===== config.mk =====
export PLATFORM = sky130hd
export DESIGN_NAME = obtr_transceiver
export DESIGN_NICKNAME = d
export VERILOG_FILES = /design/src/obtr_pkg.sv /design/src/obtr_capture_reg.sv /design/src/obtr_transceiver.sv
export SDC_FILE = /design/constraint.sdc
export NUM_CORES = 1
export LEC_CHECK = 0
export ABC_CLOCK_PERIOD_IN_PS = 4200
export BUFFER_PORTS_ARGS = -buffer_cell sky130_fd_sc_hd__buf_2
export CAP_MARGIN = 10
export CORE_ASPECT_RATIO = 0.9
export CORE_MARGIN = 4
export CORE_UTILIZATION = 45
export CTS_CLUSTER_DIAMETER = 60
export CTS_CLUSTER_SIZE = 40
export DETAILED_ROUTE_END_ITERATION = 10
export GPL_ROUTABILITY_DRIVEN = 0
export MAX_ROUTING_LAYER = met4
export PLACE_DENSITY = 0.7
export RECOVER_POWER = 100
export SYNTH_ARGS = -nofsm -noshare
export SYNTH_HDL_FRONTEND = slang
export SYNTH_HIERARCHICAL = 1
export SYNTH_SLANG_ARGS = --single-unit

===== constraint.sdc =====
create_clock -name clk -period 4.2 [get_ports clk]
set_clock_uncertainty 0.05 [all_clocks]
set_input_delay 0 -clock clk [delete_from_list [all_inputs] [get_ports clk]]
set_output_delay 0 -clock clk [all_outputs]
set_load 0.01 [all_outputs]

===== src/obtr_pkg.sv =====
/*
  Constants shared by the octal bus transceiver and register block.
  Assumes a single 25 MHz clock; every pin is synchronous to it.
*/
// Function
// - Enabled, direction low, live B drives A
// - Enabled, direction low, stored B drives A
// - Enabled, direction high, live A drives B
// - Enabled, direction high, stored A drives B
// - Capture on every capture-clock rise, always
// - Only enable and direction decide driving
// - Disabled: both ports released, capture continues
// - A captures on A clock, B on B
// - True or inverting variant, all paths
package obtr_pkg;

  // Data width of each bus
  localparam int DATA_W = 8;

  // APB geometry
  localparam int APB_AW = 8;
  localparam int APB_DW = 32;

  // Register byte offsets
  localparam logic [APB_AW-1:0] CTRL_OFS = 8'h00;
  localparam logic [APB_AW-1:0] STATUS_OFS = 8'h04;
  localparam logic [APB_AW-1:0] CAPCNT_OFS = 8'h08;

  // CTRL fields
  localparam int CTRL_CLR_BIT = 0;

  // STATUS fields
  localparam int STAT_AREG_LSB = 0;
  localparam int STAT_BREG_LSB = 8;
  localparam int STAT_OEN_BIT = 16;
  localparam int STAT_DIR_BIT = 17;
  localparam int STAT_SAB_BIT = 18;
  localparam int STAT_SBA_BIT = 19;

  // CAPCNT fields
  localparam int CNT_W = 16;
  localparam int CNT_A_LSB = 0;
  localparam int CNT_B_LSB = 16;

  // Reset values
  localparam logic [DATA_W-1:0] BUS_OUT_RST = 8'h00;
  localparam logic [APB_DW-1:0] PRDATA_RST = 32'h00000000;
  localparam logic [CNT_W-1:0] CNT_RST = 16'h0000;

  // APB slave states, one-hot
  typedef enum logic [2:0] {
    ST_IDLE = 3'b001,
    ST_ANSWER = 3'b010,
    ST_DONE = 3'b100
  } obtr_apb_state_t;

endpackage : obtr_pkg


===== src/obtr_capture_reg.sv =====
/*
  One eight-bit capture register with its own capture clock input.
  Assumes the capture clock pin is synchronous to clk and slower than it.
*/
`timescale 1ns/100ps
module obtr_capture_reg
  import obtr_pkg::*;
(
  // Clock and reset
  input wire logic clk,
  input wire logic reset,
  // Capture side
  input wire logic capClk,
  input wire logic [DATA_W-1:0] busIn,
  // Results
  output logic [DATA_W-1:0] stored,
  output logic capPulse
);

  logic capClkPrev_reg;
  logic [DATA_W-1:0] stored_reg;

  // Rising edge of the capture clock
  assign capPulse = capClk & ~capClkPrev_reg;
  assign stored = stored_reg;

  // Previous capture clock level
  always_ff @(posedge clk or posedge reset) begin
    if (reset) begin
      capClkPrev_reg <= 1'b0;
    end else begin
      capClkPrev_reg <= capClk;
    end
  end

  // Data holds until next edge, deliberately no reset
  always_ff @(posedge clk) begin
    if (capPulse) begin
      stored_reg <= busIn;
    end
  end

endmodule : obtr_capture_reg


===== src/obtr_transceiver.sv =====
/*
  Octal bus transceiver with a capture register per bus and an APB
  status window. Assumes all pins synchronous to clk and bus agents that
  never drive the port this block is currently driving.
*/
// Chosen here: the register addresses and register access over APB.
`timescale 1ns/100ps
module obtr_transceiver
  import obtr_pkg::*;
#(
  parameter bit INVERT_DATA = 1'b0
)
(
  // Clock and reset
  input wire logic clk,
  input wire logic reset,
  // APB slave
  input wire logic psel,
  input wire logic penable,
  input wire logic pwrite,
  input wire logic [APB_AW-1:0] paddr,
  input wire logic [APB_DW-1:0] pwdata,
  output logic [APB_DW-1:0] prdata,
  output logic pready,
  output logic pslverr,
  // Transfer controls
  input wire logic outputEnableN,
  input wire logic dirSelect,
  input wire logic aToBSourceSelect,
  input wire logic bToASourceSelect,
  input wire logic aSideCaptureClock,
  input wire logic bSideCaptureClock,
  // Bus A pins
  input wire logic [DATA_W-1:0] aIn,
  output logic [DATA_W-1:0] aOut,
  output logic aOeN,
  // Bus B pins
  input wire logic [DATA_W-1:0] bIn,
  output logic [DATA_W-1:0] bOut,
  output logic bOeN
);

  logic [DATA_W-1:0] aStored;
  logic [DATA_W-1:0] bStored;
  logic aCapPulse;
  logic bCapPulse;
  logic [DATA_W-1:0] invMask;
  logic [DATA_W-1:0] aSource;
  logic [DATA_W-1:0] bSource;
  logic [DATA_W-1:0] aNext;
  logic [DATA_W-1:0] bNext;
  logic aDrive;
  logic bDrive;
  logic [DATA_W-1:0] aOut_reg;
  logic [DATA_W-1:0] bOut_reg;
  logic aOeN_reg;
  logic bOeN_reg;
  logic [CNT_W-1:0] aCnt_reg;
  logic [CNT_W-1:0] bCnt_reg;
  logic [CNT_W-1:0] aCnt_next;
  logic [CNT_W-1:0] bCnt_next;
  obtr_apb_state_t state_reg;
  obtr_apb_state_t state_next;
  logic [APB_DW-1:0] prdata_reg;
  logic [APB_DW-1:0] prdata_next;
  logic pready_reg;
  logic pslverr_reg;
  logic pslverr_next;
  logic apbAccess;
  logic apbCommit;
  logic hitCtrl;
  logic hitStatus;
  logic hitCapcnt;
  logic hitAny;
  logic clearCounts;
  logic [APB_DW-1:0] statusWord;
  logic [APB_DW-1:0] capcntWord;
  logic [APB_DW-1:0] readMux;

  // A-side register, clocked by the A capture clock
  obtr_capture_reg aCapture (
    .clk(clk),
    .reset(reset),
    .capClk(aSideCaptureClock),
    .busIn(aIn),
    .stored(aStored),
    .capPulse(aCapPulse)
  );

  // B-side register, clocked by the B capture clock
  obtr_capture_reg bCapture (
    .clk(clk),
    .reset(reset),
    .capClk(bSideCaptureClock),
    .busIn(bIn),
    .stored(bStored),
    .capPulse(bCapPulse)
  );

  // Who drives: only enable and direction count
  assign aDrive = ~outputEnableN & ~dirSelect;
  assign bDrive = ~outputEnableN & dirSelect;

  // Source selects pick live or stored data only
  assign bSource = bToASourceSelect ? bStored : bIn;
  assign aSource = aToBSourceSelect ? aStored : aIn;

  // Build-time inversion applies to both paths
  assign invMask = INVERT_DATA ? {DATA_W{1'b1}} : {DATA_W{1'b0}};
  assign aNext = bSource ^ invMask;
  assign bNext = aSource ^ invMask;

  // Pin drivers, one clock behind their inputs
  always_ff @(posedge clk or posedge reset) begin
    if (reset) begin
      aOut_reg <= BUS_OUT_RST;
      bOut_reg <= BUS_OUT_RST;
      aOeN_reg <= 1'b1;
      bOeN_reg <= 1'b1;
    end else begin
      aOut_reg <= aNext;
      bOut_reg <= bNext;
      aOeN_reg <= ~aDrive;
      bOeN_reg <= ~bDrive;
    end
  end

  assign aOut = aOut_reg;
  assign bOut = bOut_reg;
  assign aOeN = aOeN_reg;
  assign bOeN = bOeN_reg;

  // APB decode
  assign apbAccess = psel & penable;
  assign apbCommit = apbAccess & (state_reg == ST_ANSWER);
  assign hitCtrl = (paddr == CTRL_OFS);
  assign hitStatus = (paddr == STATUS_OFS);
  assign hitCapcnt = (paddr == CAPCNT_OFS);
  assign hitAny = hitCtrl | hitStatus | hitCapcnt;
  assign clearCounts = apbCommit & pwrite & hitCtrl & pwdata[CTRL_CLR_BIT];

  // Read words
  assign statusWord = {12'h000, bToASourceSelect, aToBSourceSelect, dirSelect, outputEnableN, bStored, aStored};
  assign capcntWord = {bCnt_reg, aCnt_reg};
  assign readMux = hitStatus ? statusWord : (hitCapcnt ? capcntWord : PRDATA_RST);

  // Capture counters; a capture in the clear cycle still counts
  assign aCnt_next = clearCounts ? (aCapPulse ? 16'h0001 : CNT_RST)
                                 : (aCapPulse ? aCnt_reg + 16'h0001 : aCnt_reg);
  assign bCnt_next = clearCounts ? (bCapPulse ? 16'h0001 : CNT_RST)
                                 : (bCapPulse ? bCnt_reg + 16'h0001 : bCnt_reg);

  always_ff @(posedge clk or posedge reset) begin
    if (reset) begin
      aCnt_reg <= CNT_RST;
      bCnt_reg <= CNT_RST;
    end else begin
      aCnt_reg <= aCnt_next;
      bCnt_reg <= bCnt_next;
    end
  end

  // APB state sequencing: one wait cycle, then answer
  always_comb begin
    state_next = state_reg;
    prdata_next = prdata_reg;
    pslverr_next = pslverr_reg;
    case (state_reg)
      ST_IDLE: begin
        if (apbAccess) begin
          state_next = ST_ANSWER;
          prdata_next = pwrite ? PRDATA_RST : readMux;
          pslverr_next = ~hitAny;
        end
      end
      ST_ANSWER: begin
        state_next = ST_DONE;
      end
      ST_DONE: begin
        state_next = ST_IDLE;
        prdata_next = PRDATA_RST;
        pslverr_next = 1'b0;
      end
      default: begin
        state_next = ST_IDLE;
      end
    endcase
  end

  // APB outputs from flops
  always_ff @(posedge clk or posedge reset) begin
    if (reset) begin
      state_reg <= ST_IDLE;
      prdata_reg <= PRDATA_RST;
      pslverr_reg <= 1'b0;
      pready_reg <= 1'b0;
    end else begin
      state_reg <= state_next;
      prdata_reg <= prdata_next;
      pslverr_reg <= pslverr_next;
      pready_reg <= (state_next == ST_ANSWER);
    end
  end

  assign prdata = prdata_reg;
  assign pready = pready_reg;
  assign pslverr = pslverr_reg;

endmodule : obtr_transceiver


### Word-level counts from Yosys, hierarchy flattened

Cells that the tools add are included.

* input port bits: 67
* flip-flop bits (word level): 105
* output and inout bits: 52
* logic and storage cells: 63

* $add $sub $neg: 2
* eq/ne operators: 7
* bitwise logic cells: 18
* muxes and demuxes: 17
* reduce and logical (&&, ||, !) cells: 5

Operators by type and width (count)
* 32-bit 2-to-1 mux: 4
* 16-bit 2-to-1 mux: 4
* 32-bit one-hot mux with 2 select lines: 1
* 16-bit by 1-bit adder with 16-bit output, second input constant: 2
* 8-bit 2-to-1 mux: 2
* 1-bit AND: 9
* 8-bit by 3-bit equality test with 1-bit output, second input constant: 1
* 8-bit by 4-bit equality test with 1-bit output, second input constant: 1
* 8-bit logical NOT: 1
* 1-bit NOT: 7
* 3-bit by 2-bit equality test with 1-bit output, second input constant: 2
* 3-bit one-hot mux with 2 select lines: 1
* 2-bit nonzero test: 3
* 3-bit by 1-bit equality test with 1-bit output, second input constant: 1
* 3-bit equality test, second input constant: 1
* 1-bit 2-to-1 mux: 3
* 3-bit 2-to-1 mux: 1
* 2-bit != test, second input constant: 1
* 1-bit OR: 2
* 1-bit one-hot mux with 2 select lines: 1
* 2-bit AND reduction: 1

### Longest topological paths before layout

Gate-level depths: netlist of the first run.

* depth in word-level cells: 6
* depth in mapped cells: 7
* gate-level depth less buffers: 5

### By module

The synthesis of the first run kept the hierarchy.

Modules (own cells, without submodules)
* obtr_transceiver: cells each 341, area an instance 3807.4 um2, instances 1, sequential area each 2180.8 um2
* obtr_capture_reg: cells each 11, area an instance 282.8 um2, instances 2, sequential area each 265.3 um2

### Worst setup path after synthesis of the first run

Ideal clock, no wire load.

* path kind: register to register
* from: reg bCapture.capClkPrev_reg
* to: reg bCnt_reg[15]
* path buffers: 1
* clock period less this slack: 1845 ps
* setup slack: 2355 ps
* stages on the path, launching flop included: 7
* data arrival time: 1722 ps
* path through: dfrtp_1 -> nor2b_4 -> buf_2 -> and3_2 -> nand3_4 -> or4b_4 -> a21oi_2

* longest elaborated chain between the ends: 3

RTL lines
* start: declaration: line obtr_capture_reg.sv:20 `logic capClkPrev_reg;`
* start signal: assignment: line obtr_capture_reg.sv:32 `capClkPrev_reg <= capClk;`
* 1-bit NOT: line obtr_capture_reg.sv:24 `assign capPulse = capClk & ~capClkPrev_reg;`
* 1-bit AND: line obtr_capture_reg.sv:24
* via bCapPulse: line obtr_transceiver.sv:46 `logic bCapPulse;`
* 2-bit nonzero test (no source line)
* end signal: assignment: line obtr_transceiver.sv:159 `bCnt_reg <= bCnt_next;`
* end: declaration: line obtr_transceiver.sv:59 `logic [CNT_W-1:0] bCnt_reg;`

The timed path passes the listed nets, and every way through them passes these cells.
A chain may end at the register's enable or synchronous reset.

### Final worst setup path of the first run

* from: in paddr[3]
* to: reg bCnt_reg[13]

* longest elaborated chain between the ends: 4
* elaborated cells on any way between the ends: 5
* those cells by class: mux (1); bitwise (2); reduce/logical (2)

RTL lines
* start: declaration: line obtr_transceiver.sv:21 `input wire logic [APB_AW-1:0] paddr,`
* 8-bit logical NOT (*): line obtr_transceiver.sv:136 `assign hitCtrl = (paddr == CTRL_OFS);`
* 1-bit AND (*) (2 in a row): line obtr_transceiver.sv:140 `assign clearCounts = apbCommit & pwrite & hitCtrl & pwdata[CTRL_CLR_BIT];`
* 16-bit 2-to-1 mux / 2-bit nonzero test (equally long branches)

Every way passes the cells marked *; elsewhere a longest branch is shown, timed or not.

==> results of run 1 <==
[cell type report]
class / count / share of cell area, %
Clock buffer: 10 / 2.43
Clock inverter: 6 / 1.74
Inverter: 3 / 0.238
Multi-Input combinational cell: 232 / 28.9
Sequential cell: 105 / 51.6
Tap cell: 122 / 2.90
Timing Repair Buffer: 118 / 12.2
[path summary, 6_finish.rpt]
kind	from	end	slack, ns	depth (start not counted)
max	paddr[3]	bCnt_reg[13]$_DFFE_PP0P_	1.33	7
min	bToASourceSelect	aOut[2]$_DFF_PP0_	0.02	2
max reg2reg	state_reg[1]$_DFF_PP0_	bCnt_reg[13]$_DFFE_PP0P_	1.37	5
min reg2reg	prdata[4]$_DFFE_PP0P_	prdata[4]$_DFFE_PP0P_	0.45	2
max in group asynchronous	reset	bCnt_reg[15]$_DFFE_PP0P_	1.63	4
min in group asynchronous	reset	aCapture/capClkPrev_reg$_DFF_PP0_	0.55	4
[layer usage]
| layer | part of all wire [%] | up-vias |
|---|---|---|
| li1 | - | 1503 |
| met1 | 47 | 1574 |
| met2 | 46 | 101 |
| met3 | 5.6 | 16 |
| met4 | 1.8 | 0 |
| met5 | 0 | - |
[where the power goes]
group | leakage [nW] | internal (mW) | switching, mW
registers | 1.32 | 1.11 | 0.0941
logic | 0.791 | 0.114 | 0.131
clock network | 0.104 | 0.339 | 0.347
[Yosys cell counts, types with 4 or more instances]
master | count | area [sq um]
nand4_1 | 15 | 93.8
edfxtp_1 | 16 | 480
nor2_1 | 32 | 120
o21ai_0 | 25 | 125
and3_1 | 6 | 37.5
nand3_1 | 8 | 40.0
buf_2 | 8 | 40.0
mux2_2 | 16 | 180
dfrtp_1 | 86 | 2150
a22oi_1 | 20 | 150
xor2_1 | 19 | 166
and4_1 | 5 | 43.8
nand2_1 | 31 | 116
xnor2_1 | 6 | 52.6
or3_1 | 4 | 25.0
clkbuf_1 | 12 | 45.0
a22o_1 | 12 | 105
a21oi_1 | 5 | 25.0
[logic make-up after synthesis]
logic type,after synthesis
simple gates,122
flops,105
compound gates,65
buf+inv,26
xor+xnor,25
mux,18
fa+ha+maj,2
==> metrics.cfg, run 1 <==
[setup_path]
worst-path-buf-inv = 3
cp_max_fo = 29
path_class = in2reg
path_cells = dlygate4sd3_1 > buf_2 > nor4bb_1 > nand4_1 > nor2_1 > clkbuf_1 > a21oi_1
critPathArrivalTime_ns = 3.07
cpMaxStageDelayCell = nor2_1
slowest_delay_ns = 1.40
cp_top_family = simple AND/OR/NAND/NOR gates
cp-start-kind = input pin
crit_required_ns = 4.40
crit_path_end_kind = register

[cts]
ctsResizeCount = 0
h-tree-depth = 3
cts_made_buffers = 9
cts_hold_buffers = 27
tritoncts = yes
clock-sinks = 105
clock_latency_ns = 0.37
cts-root-buf = clkbuf_8
clock_path_buffers = 2
cts_setup_buffers = 0
path_clk_slew_ns = 0.10

[global_routing]
busiest_layer = met2
grt_pass1_vias = 3214
grt_antenna_before_repair = 0
use_met2_pct = 27.4
use_met3_pct = 4.54
grt_use_total_pct = 18.3
grt_overflow_total = 0
gr-usage-met1_pct = 24.7
grt_pass1_wl_um = 16100
grt_max_degree = 57

[synthesis]
synthCells = 363
synthSimpleGateAreaFrac_pct = 15.1
ys_seq_elements = 105
synthMuxAreaShare_pct = 4.58
synthFlopType = dfrtp_1
synth_top_family_by_area = simple AND/OR/NAND/NOR gates
synth_xor_area_share_pct = 5.01
syn_area_sq_um = 4370
synthesis.nets = 432
yosys.area_share.adder_pct = 0.572
seq_area_frac_synth_pct = 62.0
synth_compound_area_share_pct = 9.81
synth_cell_types = 41
synth.avg_cell_area_sq_um = 12.0
synth_warnings = 6
synth-edff-count = 16
async_flop_share_pct = 84.8

[route]
drt_iter0_drc = 133
vias = 3194
routed_wl_um = 9620
wl_per_cell_um = 16.1
drc_errors = 0
ant_nets = 0
dr.pass1.iters = 4
vias_per_cell = 5.36

[power]
cellPowerDensity_nw_per_um2 = 407
total_power_mw = 2.14
ir_drop_uv = 271
cellLeakagePower_nw = 2.21

[floorplan]
die_w_um = 112
initial_utilization_pct = 47.1
fp.coreArea_sq_um = 9290
rows = 33
ioPinCount = 119
die_h_um = 102
dieArea_sq_um = 11400

[timing]
hold_ws_ns = 0.0184
rsz0062_at_grt = false
timing.setup.tns_ns = 0
fin_ws_ns = 1.33
final.period_utilization_pct = 68.3
final.min_clock_period_ns = 2.87
final_hold_viol_count = 0
slew_headroom_pct = -65.7
tightest_slew_ns = 2.47
maxSlewViolCount = 87
setup_viol = 0
fmax_ghz = 0.349

[finish]
fin_cells = 596
largest_reg_flops = 32
layout_commonest_cell = dfrtp_1
final_cell_mix = 86 x dfrtp_1, 73 x clkbuf_1, 32 x nor2_1
fill_cells = 828
final_area_sq_um = 5260
regArea_sq_um = 2710
multi_input_area_sq_um = 1520
fin_nets = 538
n_antenna_cell = 0
area_delta_synth_final_pct = 20.2
drive_above_1_share_pct = 12.4
post-route-util_pct = 56.6

[run_status]
outcome = finished with violations
violations = max-capacitance violations, max-slew violations

[place]
dp_slack_ns = 1.79
placed_cell_area_sq_um = 4880
io_buffer_count = 87
dp_hpwl_um = 6460
place_inst = 553

[job]
max-cap-violations = 2

[min_path]
hp-class = in2reg

No activity file was read; power rests on OpenSTA's default activity.
==> run 2: changes to the inputs <==
--- a/config.mk
+++ b/config.mk
@@ -5,7 +5,8 @@
 export SDC_FILE = /design/constraint.sdc
 export NUM_CORES = 1
 export LEC_CHECK = 0
-export ABC_CLOCK_PERIOD_IN_PS = 4200
+export ABC_AREA = 1
+export ABC_CLOCK_PERIOD_IN_PS = 2500
 export BUFFER_PORTS_ARGS = -buffer_cell sky130_fd_sc_hd__buf_2
 export CAP_MARGIN = 10
 export CORE_ASPECT_RATIO = 0.9
@@ -16,7 +17,7 @@
 export DETAILED_ROUTE_END_ITERATION = 10
 export GPL_ROUTABILITY_DRIVEN = 0
 export MAX_ROUTING_LAYER = met4
-export PLACE_DENSITY = 0.7
+export PLACE_DENSITY = 0.72
 export RECOVER_POWER = 100
 export SYNTH_ARGS = -nofsm -noshare
 export SYNTH_HDL_FRONTEND = slang
==> constraint.sdc (replaced) <==
create_clock -name clk -period 2.5 [get_ports clk]
set_clock_uncertainty 0.05 [all_clocks]
set_input_delay 0 -clock clk [delete_from_list [all_inputs] [get_ports clk]]
set_output_delay 0 -clock clk [all_outputs]
set_load 0.01 [all_outputs]
==> run 2 against run 1 <==
- the run now ends clean
- non-clock buffer count shrank 1
- worst hold slack improved by 0.010 ns
- first-iteration DRC count rose by 49%
- clock power is 110% higher
- wire length is 19% higher
- clock-buffer cell count shrank 1
- combinational power rose by 120%
- critical path type is now reg2reg
==> metrics.cfg, run 2 <==
[power]
total_power_mw = 3.97  ; +86%
cellLeakagePower_nw = 2.90  ; +31%
cellPowerDensity_nw_per_um2 = 675  ; +66%
ir_drop_uv = 400  ; +47%

[synthesis]
yosys-top-cells-count = 179 x nand2_1, 86 x dfrtp_1, 59 x nor2_1
synth_top_area_cell = dfrtp_1
synthCells = 564  ; +55%
synthMostInstantiatedCell = nand2_1
synth.avg_cell_area_sq_um = 8.74  ; -27%
ys_seq_elements = 105  ; unchanged
synth_warnings = 6  ; unchanged
synth_top_area_share_pct = 43.7  ; -5.5 points
synthFlopType = dfrtp_1
synth-edff-count = 16  ; unchanged
async_flop_share_pct = 84.8  ; unchanged
yosys-top-cells-area = dfrtp_1 44%, nand2_1 14%, edfxtp_1 9.7%
synth_cell_types = 33  ; -20%
synthesis.nets = 633  ; +47%
seq_area_frac_synth_pct = 55.0  ; -7.0 points
syn_area_sq_um = 4930  ; +13%

[route]
dr.pass1.iters = 4  ; unchanged
drc_errors = 0  ; unchanged
drt_iter0_drc = 198  ; +49%
wl_per_cell_um = 14.1  ; -13%
routed_wl_um = 11400  ; +19%
vias_per_cell = 5.00  ; -6.7%
vias = 4046  ; +27%
ant_nets = 0  ; unchanged

[finish]
layout_commonest_cell = nand2_1
n_antenna_cell = 0  ; unchanged
final_cell_mix = 181 x nand2_1, 86 x dfrtp_1, 68 x clkbuf_1
drive_above_1_share_pct = 13.7  ; +1.2 points
fin_nets = 744  ; +38%
area_delta_synth_final_pct = 19.2
fill_cells = 978  ; +18%
largest_reg_flops = 32  ; unchanged

[setup_path]
crit_path_end_kind = register
critPathArrivalTime_ns = 2.29  ; -0.78 ns
cp_max_fo = 9  ; -69%
path_class = reg2reg
crit_required_ns = 2.73  ; -1.67 ns
cp-start-kind = register

[cts]
clock-sinks = 105  ; unchanged
cts_hold_buffers = 24  ; -11%
tritoncts = yes
clock_path_buffers = 2  ; unchanged
cts-root-buf = clkbuf_16
h-tree-depth = 3  ; unchanged
ctsResizeCount = 0  ; unchanged
cts_setup_buffers = 0  ; unchanged
clock_latency_ns = 0.35  ; -0.02 ns
path_clk_slew_ns = 0.08  ; -0.02 ns
cts_made_buffers = 9  ; unchanged

[timing]
timing.setup.tns_ns = 0  ; unchanged
slew_headroom_pct = 20.9  ; +87 points
final.min_clock_period_ns = 2.06
final.period_utilization_pct = 82.3
fmax_ghz = 0.486
tightest_slew_ns = 1.19  ; -1.28 ns
rsz0062_at_grt = false
final_hold_viol_count = 0  ; unchanged
setup_viol = 0  ; unchanged
maxSlewViolCount = 0  ; -100%

[global_routing]
grt_antenna_before_repair = 0  ; unchanged
grt_pass1_vias = 4006  ; +25%
grt_overflow_total = 0  ; unchanged
grt_max_degree = 88  ; +54%
grt_pass1_wl_um = 19600  ; +22%
grt_use_total_pct = 19.5  ; +1.2 points

[place]
dp_hpwl_um = 7940  ; +23%
io_buffer_count = 87  ; unchanged

[min_path]
hp-class = in2reg

[job]
max-cap-violations = 0  ; -2

[floorplan]
die_h_um = 107  ; +5.7%
dieArea_sq_um = 12700  ; +12%
rows = 35  ; +6.1%
fp.coreArea_sq_um = 10500  ; +13%
initial_utilization_pct = 47.1  ; about the same
ioPinCount = 119  ; unchanged
die_w_um = 118  ; +5.7%

[run_status]
outcome = finished, final reports clean

==> run 2: metrics by stage <==
step | instance area (sq um) | util (%) | worst slack [ns] | hold slack (ns) | std cells
2_1_floorplan | 4930 | - | 0.205 | -0.321 | 564
3_3_place_gp | 5480 | 52.3 | 0.765 | -0.188 | 769
3_5_place_dp | 5480 | 52.3 | 0.735 | -0.187 | 769
4_1_cts | 6010 | 57.4 | 0.694 | 0.0261 | 809
5_1_grt | 5870 | 56.1 | 0.269 | 0.0412 | 809
6_report | 5870 | 56.1 | 0.443 | 0.0284 | 809
==> run 2: worst max-delay path, cell delays in order, from the launching register on <==
cell,delay [ns]
dfrtp_1,0.36
nor2_1,0.55
inv_1,0.25
nor3_2,0.34
nand3_1,0.17
nand2_1,0.10
nand2_1,0.06
nor2_1,0.10
==> run 2: final cells by class <==
| cell class | count | area (sq um) | area share, % |
|---|---|---|---|
| sequential | 105 | 2710 | 46.2 |
| multi-input combinational | 387 | 1870 | 31.8 |
| timing repair buffer | 117 | 632 | 10.8 |
| clock buffer | 9 | 225 | 3.83 |
| inverter | 55 | 208 | 3.54 |
| tap | 129 | 161 | 2.75 |
| clock inverter | 7 | 68.8 | 1.17 |
==> run 2: path summary, 6_finish.rpt <==
kind	from	cells past startpoint	end	slack, ns
max in group asynchronous	reset	4	prdata[26]$_DFFE_PP0P_	1.05
min in group asynchronous	reset	4	aCapture/capClkPrev_reg$_DFF_PP0_	0.58
max reg2reg	bCapture/capClkPrev_reg$_DFF_PP0_	7	bCnt_reg[13]$_DFFE_PP0P_	0.44
max	bCapture/capClkPrev_reg$_DFF_PP0_	7	bCnt_reg[13]$_DFFE_PP0P_	0.44
min reg2reg	prdata[31]$_DFFE_PP0P_	2	prdata[31]$_DFFE_PP0P_	0.43
min	bToASourceSelect	2	aOut[4]$_DFF_PP0_	0.03
==> run 2: routing by layer <==
layer | global-route usage [%] | wire length [um]
met1 | 25.7 | 5290
met2 | 31.3 | 5400
met3 | 5.10 | 651
met5 | - | 0
met4 | 3.26 | 76
==> run 2: kinds of logic (layout without fill, tap and decap cells) <==
group	after synthesis	in the layout	share of synthesized area, %
AOI/OAI and AO/OA	33	33	3.94
xor gates and xnor gates	2	2	0.355
buffers and inverters	72	188	6.40
muxes	16	16	3.66
and+or+nand+nor	334	334	30.1
adders and majority gates	2	2	0.508
DFF	105	105	55.0
==> run 2: power by group <==
part / internal, mW / total, mW / switching (mW)
registers: 1.88 / 2.01 / 0.136
clock network: 0.709 / 1.41 / 0.698
logic: 0.199 / 0.545 / 0.345
total: 2.79 / 3.97 / 1.18
==> run 3: changes to the inputs <==
--- a/config.mk
+++ b/config.mk
@@ -6,7 +6,7 @@
 export NUM_CORES = 1
 export LEC_CHECK = 0
 export ABC_AREA = 1
-export ABC_CLOCK_PERIOD_IN_PS = 2500
+export ABC_CLOCK_PERIOD_IN_PS = 1900
 export BUFFER_PORTS_ARGS = -buffer_cell sky130_fd_sc_hd__buf_2
 export CAP_MARGIN = 10
 export CORE_ASPECT_RATIO = 0.9
@@ -17,7 +17,7 @@
 export DETAILED_ROUTE_END_ITERATION = 10
 export GPL_ROUTABILITY_DRIVEN = 0
 export MAX_ROUTING_LAYER = met4
-export PLACE_DENSITY = 0.72
+export PLACE_DENSITY = 0.69
 export RECOVER_POWER = 100
 export SYNTH_ARGS = -nofsm -noshare
 export SYNTH_HDL_FRONTEND = slang
==> constraint.sdc (replaced) <==
create_clock -name clk -period 1.9 [get_ports clk]
set_clock_uncertainty 0.05 [all_clocks]
set_input_delay 0 -clock clk [delete_from_list [all_inputs] [get_ports clk]]
set_output_delay 0 -clock clk [all_outputs]
set_load 0.01 [all_outputs]
==> run 3 against run 2 <==
- sequential share of layout area fell by 0.44 points
- largest power group unchanged
- register-to-register slack got worse by 0.22 ns
- worst hold slack got worse by 0.023 ns
==> metrics.cfg, run 3 (same netlist as run 2, synthesis figures left out) <==
[global_routing]
busiest_layer = met2
grt_pass1_wl_um = 19600  ; about the same
gr-usage-met1_pct = 24.8  ; -0.89 points
grt_max_degree = 68  ; -23%
use_met3_pct = 4.62  ; -0.47 points
grt_use_total_pct = 19.5  ; -0.045 points
grt_pass1_vias = 4110  ; +2.6%
grt_overflow_total = 0  ; unchanged
use_met2_pct = 32.1  ; +0.78 points
grt_antenna_before_repair = 0  ; unchanged

[route]
dr.pass1.iters = 5  ; +1
wl_per_cell_um = 14.0  ; -1.1%
vias = 4014  ; -0.79%
vias_per_cell = 4.94  ; -1.2%
ant_nets = 0  ; unchanged
drt_iter0_drc = 255  ; +29%
routed_wl_um = 11300  ; -0.78%
drc_errors = 0  ; unchanged

[min_path]
hp-class = in2async

[floorplan]
dieArea_sq_um = 12700  ; unchanged
die_w_um = 118  ; unchanged
initial_utilization_pct = 47.1  ; unchanged
fp.coreArea_sq_um = 10500  ; unchanged
rows = 35  ; unchanged
die_h_um = 107  ; unchanged
ioPinCount = 119  ; unchanged

[timing]
setup_viol = 0  ; unchanged
final_hold_viol_count = 0  ; unchanged
timing.setup.tns_ns = 0  ; unchanged
tightest_slew_ns = 0.896  ; -0.290 ns
slew_headroom_pct = 39.9  ; +19 points
maxSlewViolCount = 0  ; unchanged
hold_ws_ns = 0.00543  ; -0.0229 ns
fmax_ghz = 0.597  ; +23%
final.min_clock_period_ns = 1.68  ; -0.381 ns
final.period_utilization_pct = 88.2  ; +5.9 points
rsz0062_at_grt = false

[setup_path]
startpoint = state_reg[0]$_DFF_PP1_
crit_required_ns = 2.08  ; -0.65 ns
r2r_slack_ns = 0.22  ; -0.22 ns
crit_path_end_kind = register
critPathCapture = pslverr$_DFFE_PP0P_
cp-start-kind = register
r2r-end = pslverr$_DFFE_PP0P_
cp_max_fo = 23  ; +14
path_class = reg2reg
r2r-start = state_reg[0]$_DFF_PP1_
critPathArrivalTime_ns = 1.86  ; -0.43 ns
ff2ff_path_depth = 6  ; -1

[cts]
cts_made_buffers = 9  ; unchanged
clock_latency_ns = 0.35  ; about the same
tritoncts = yes
path_clk_slew_ns = 0.07  ; about the same
clock_path_buffers = 2  ; unchanged
h-tree-depth = 3  ; unchanged
clock-sinks = 105  ; unchanged
cts-root-buf = clkbuf_16
ctsResizeCount = 0  ; unchanged

[place]
io_buffer_count = 87  ; unchanged
dp_hpwl_um = 7980  ; +0.59%

[finish]
n_antenna_cell = 0  ; unchanged
largest_reg_flops = 32  ; unchanged
area_delta_synth_final_pct = 20.3
final_cell_mix = 181 x nand2_1, 86 x dfrtp_1, 69 x clkbuf_1
fin_nets = 747  ; +0.40%
drive_above_1_share_pct = 15.4  ; +1.7 points
layout_commonest_cell = nand2_1

[run_status]
outcome = finished, final reports clean

[job]
max-cap-violations = 0  ; unchanged

[power]
cellLeakagePower_nw = 2.91  ; +0.43%
cellPowerDensity_nw_per_um2 = 889  ; +32%
ir_drop_uv = 462  ; +15%

[run 3: how the worst min path moves through the flow]
stage | start | endpoint | slack (ns) | depth (start not counted)
floorplan | reset | aCapture/capClkPrev_reg$_DFF_PP0_ | -0.32 | 1
global placement | reset | aCapture/capClkPrev_reg$_DFF_PP0_ | -0.18 | 2
detailed placement | reset | bCapture/capClkPrev_reg$_DFF_PP0_ | -0.17 | 2
CTS | reset | bCapture/capClkPrev_reg$_DFF_PP0_ | 0.005 | 3
global route | reset | bCapture/capClkPrev_reg$_DFF_PP0_ | 0.01 | 3
finish | reset | bCapture/capClkPrev_reg$_DFF_PP0_ | 0.005 | 3
[run 3: where the power goes]
part	switching (mW)	internal (mW)
logic	0.460	0.263
clock network	0.833	1.06
registers	0.180	2.47
[run 3: worst max-delay path: stages, from the launching register on]
cell and delay [ns]:
dfstp_1 0.62, nand4_1 0.21, nand2_1 0.16, inv_2 0.12, buf_4 0.25, nand2_1 0.10
nand2_1 0.05
[run 3: area by class of cell]
class                   count  area (sq um)
clock inverters             6          66.3
clock buffers              10           239
fillers                   993          4540
flip-flops and latches    105          2710
well taps                 129           161
repair buffers            120           656
multi-input cells         387          1890
inverters                  55           208
[run 3: metrics by stage]
stage | instance area [sq um] | std cells | power (mW) | worst slack (ns) | util, %
final | 5930 | 812 | 5.27 | 0.224 | 56.7
after global routing | 5930 | 812 | 5.54 | 0.0706 | 56.7
after CTS | 6050 | 812 | 5.36 | 0.314 | 57.8
after detailed placement | 5530 | 774 | 3.42 | 0.334 | 52.8
after global placement | 5530 | 774 | 3.38 | 0.372 | 52.8
after floorplan | 4930 | 564 | 3.17 | 0.251 | -
[run 3: repair_timing]
item	CTS	global route
endpoints found under the hold margin	61	0
buffers inserted	0	0
hold buffers	22	0
[run 3: metal layers]
layer / part of all wire (%) / routed length (um) / vias up
met5: 0 / 0 / -
met4: 1.4 / 158 / 0
met3: 5.8 / 662 / 18
met2: 47 / 5290 / 109
met1: 46 / 5220 / 1868
li1: - / - / 2019
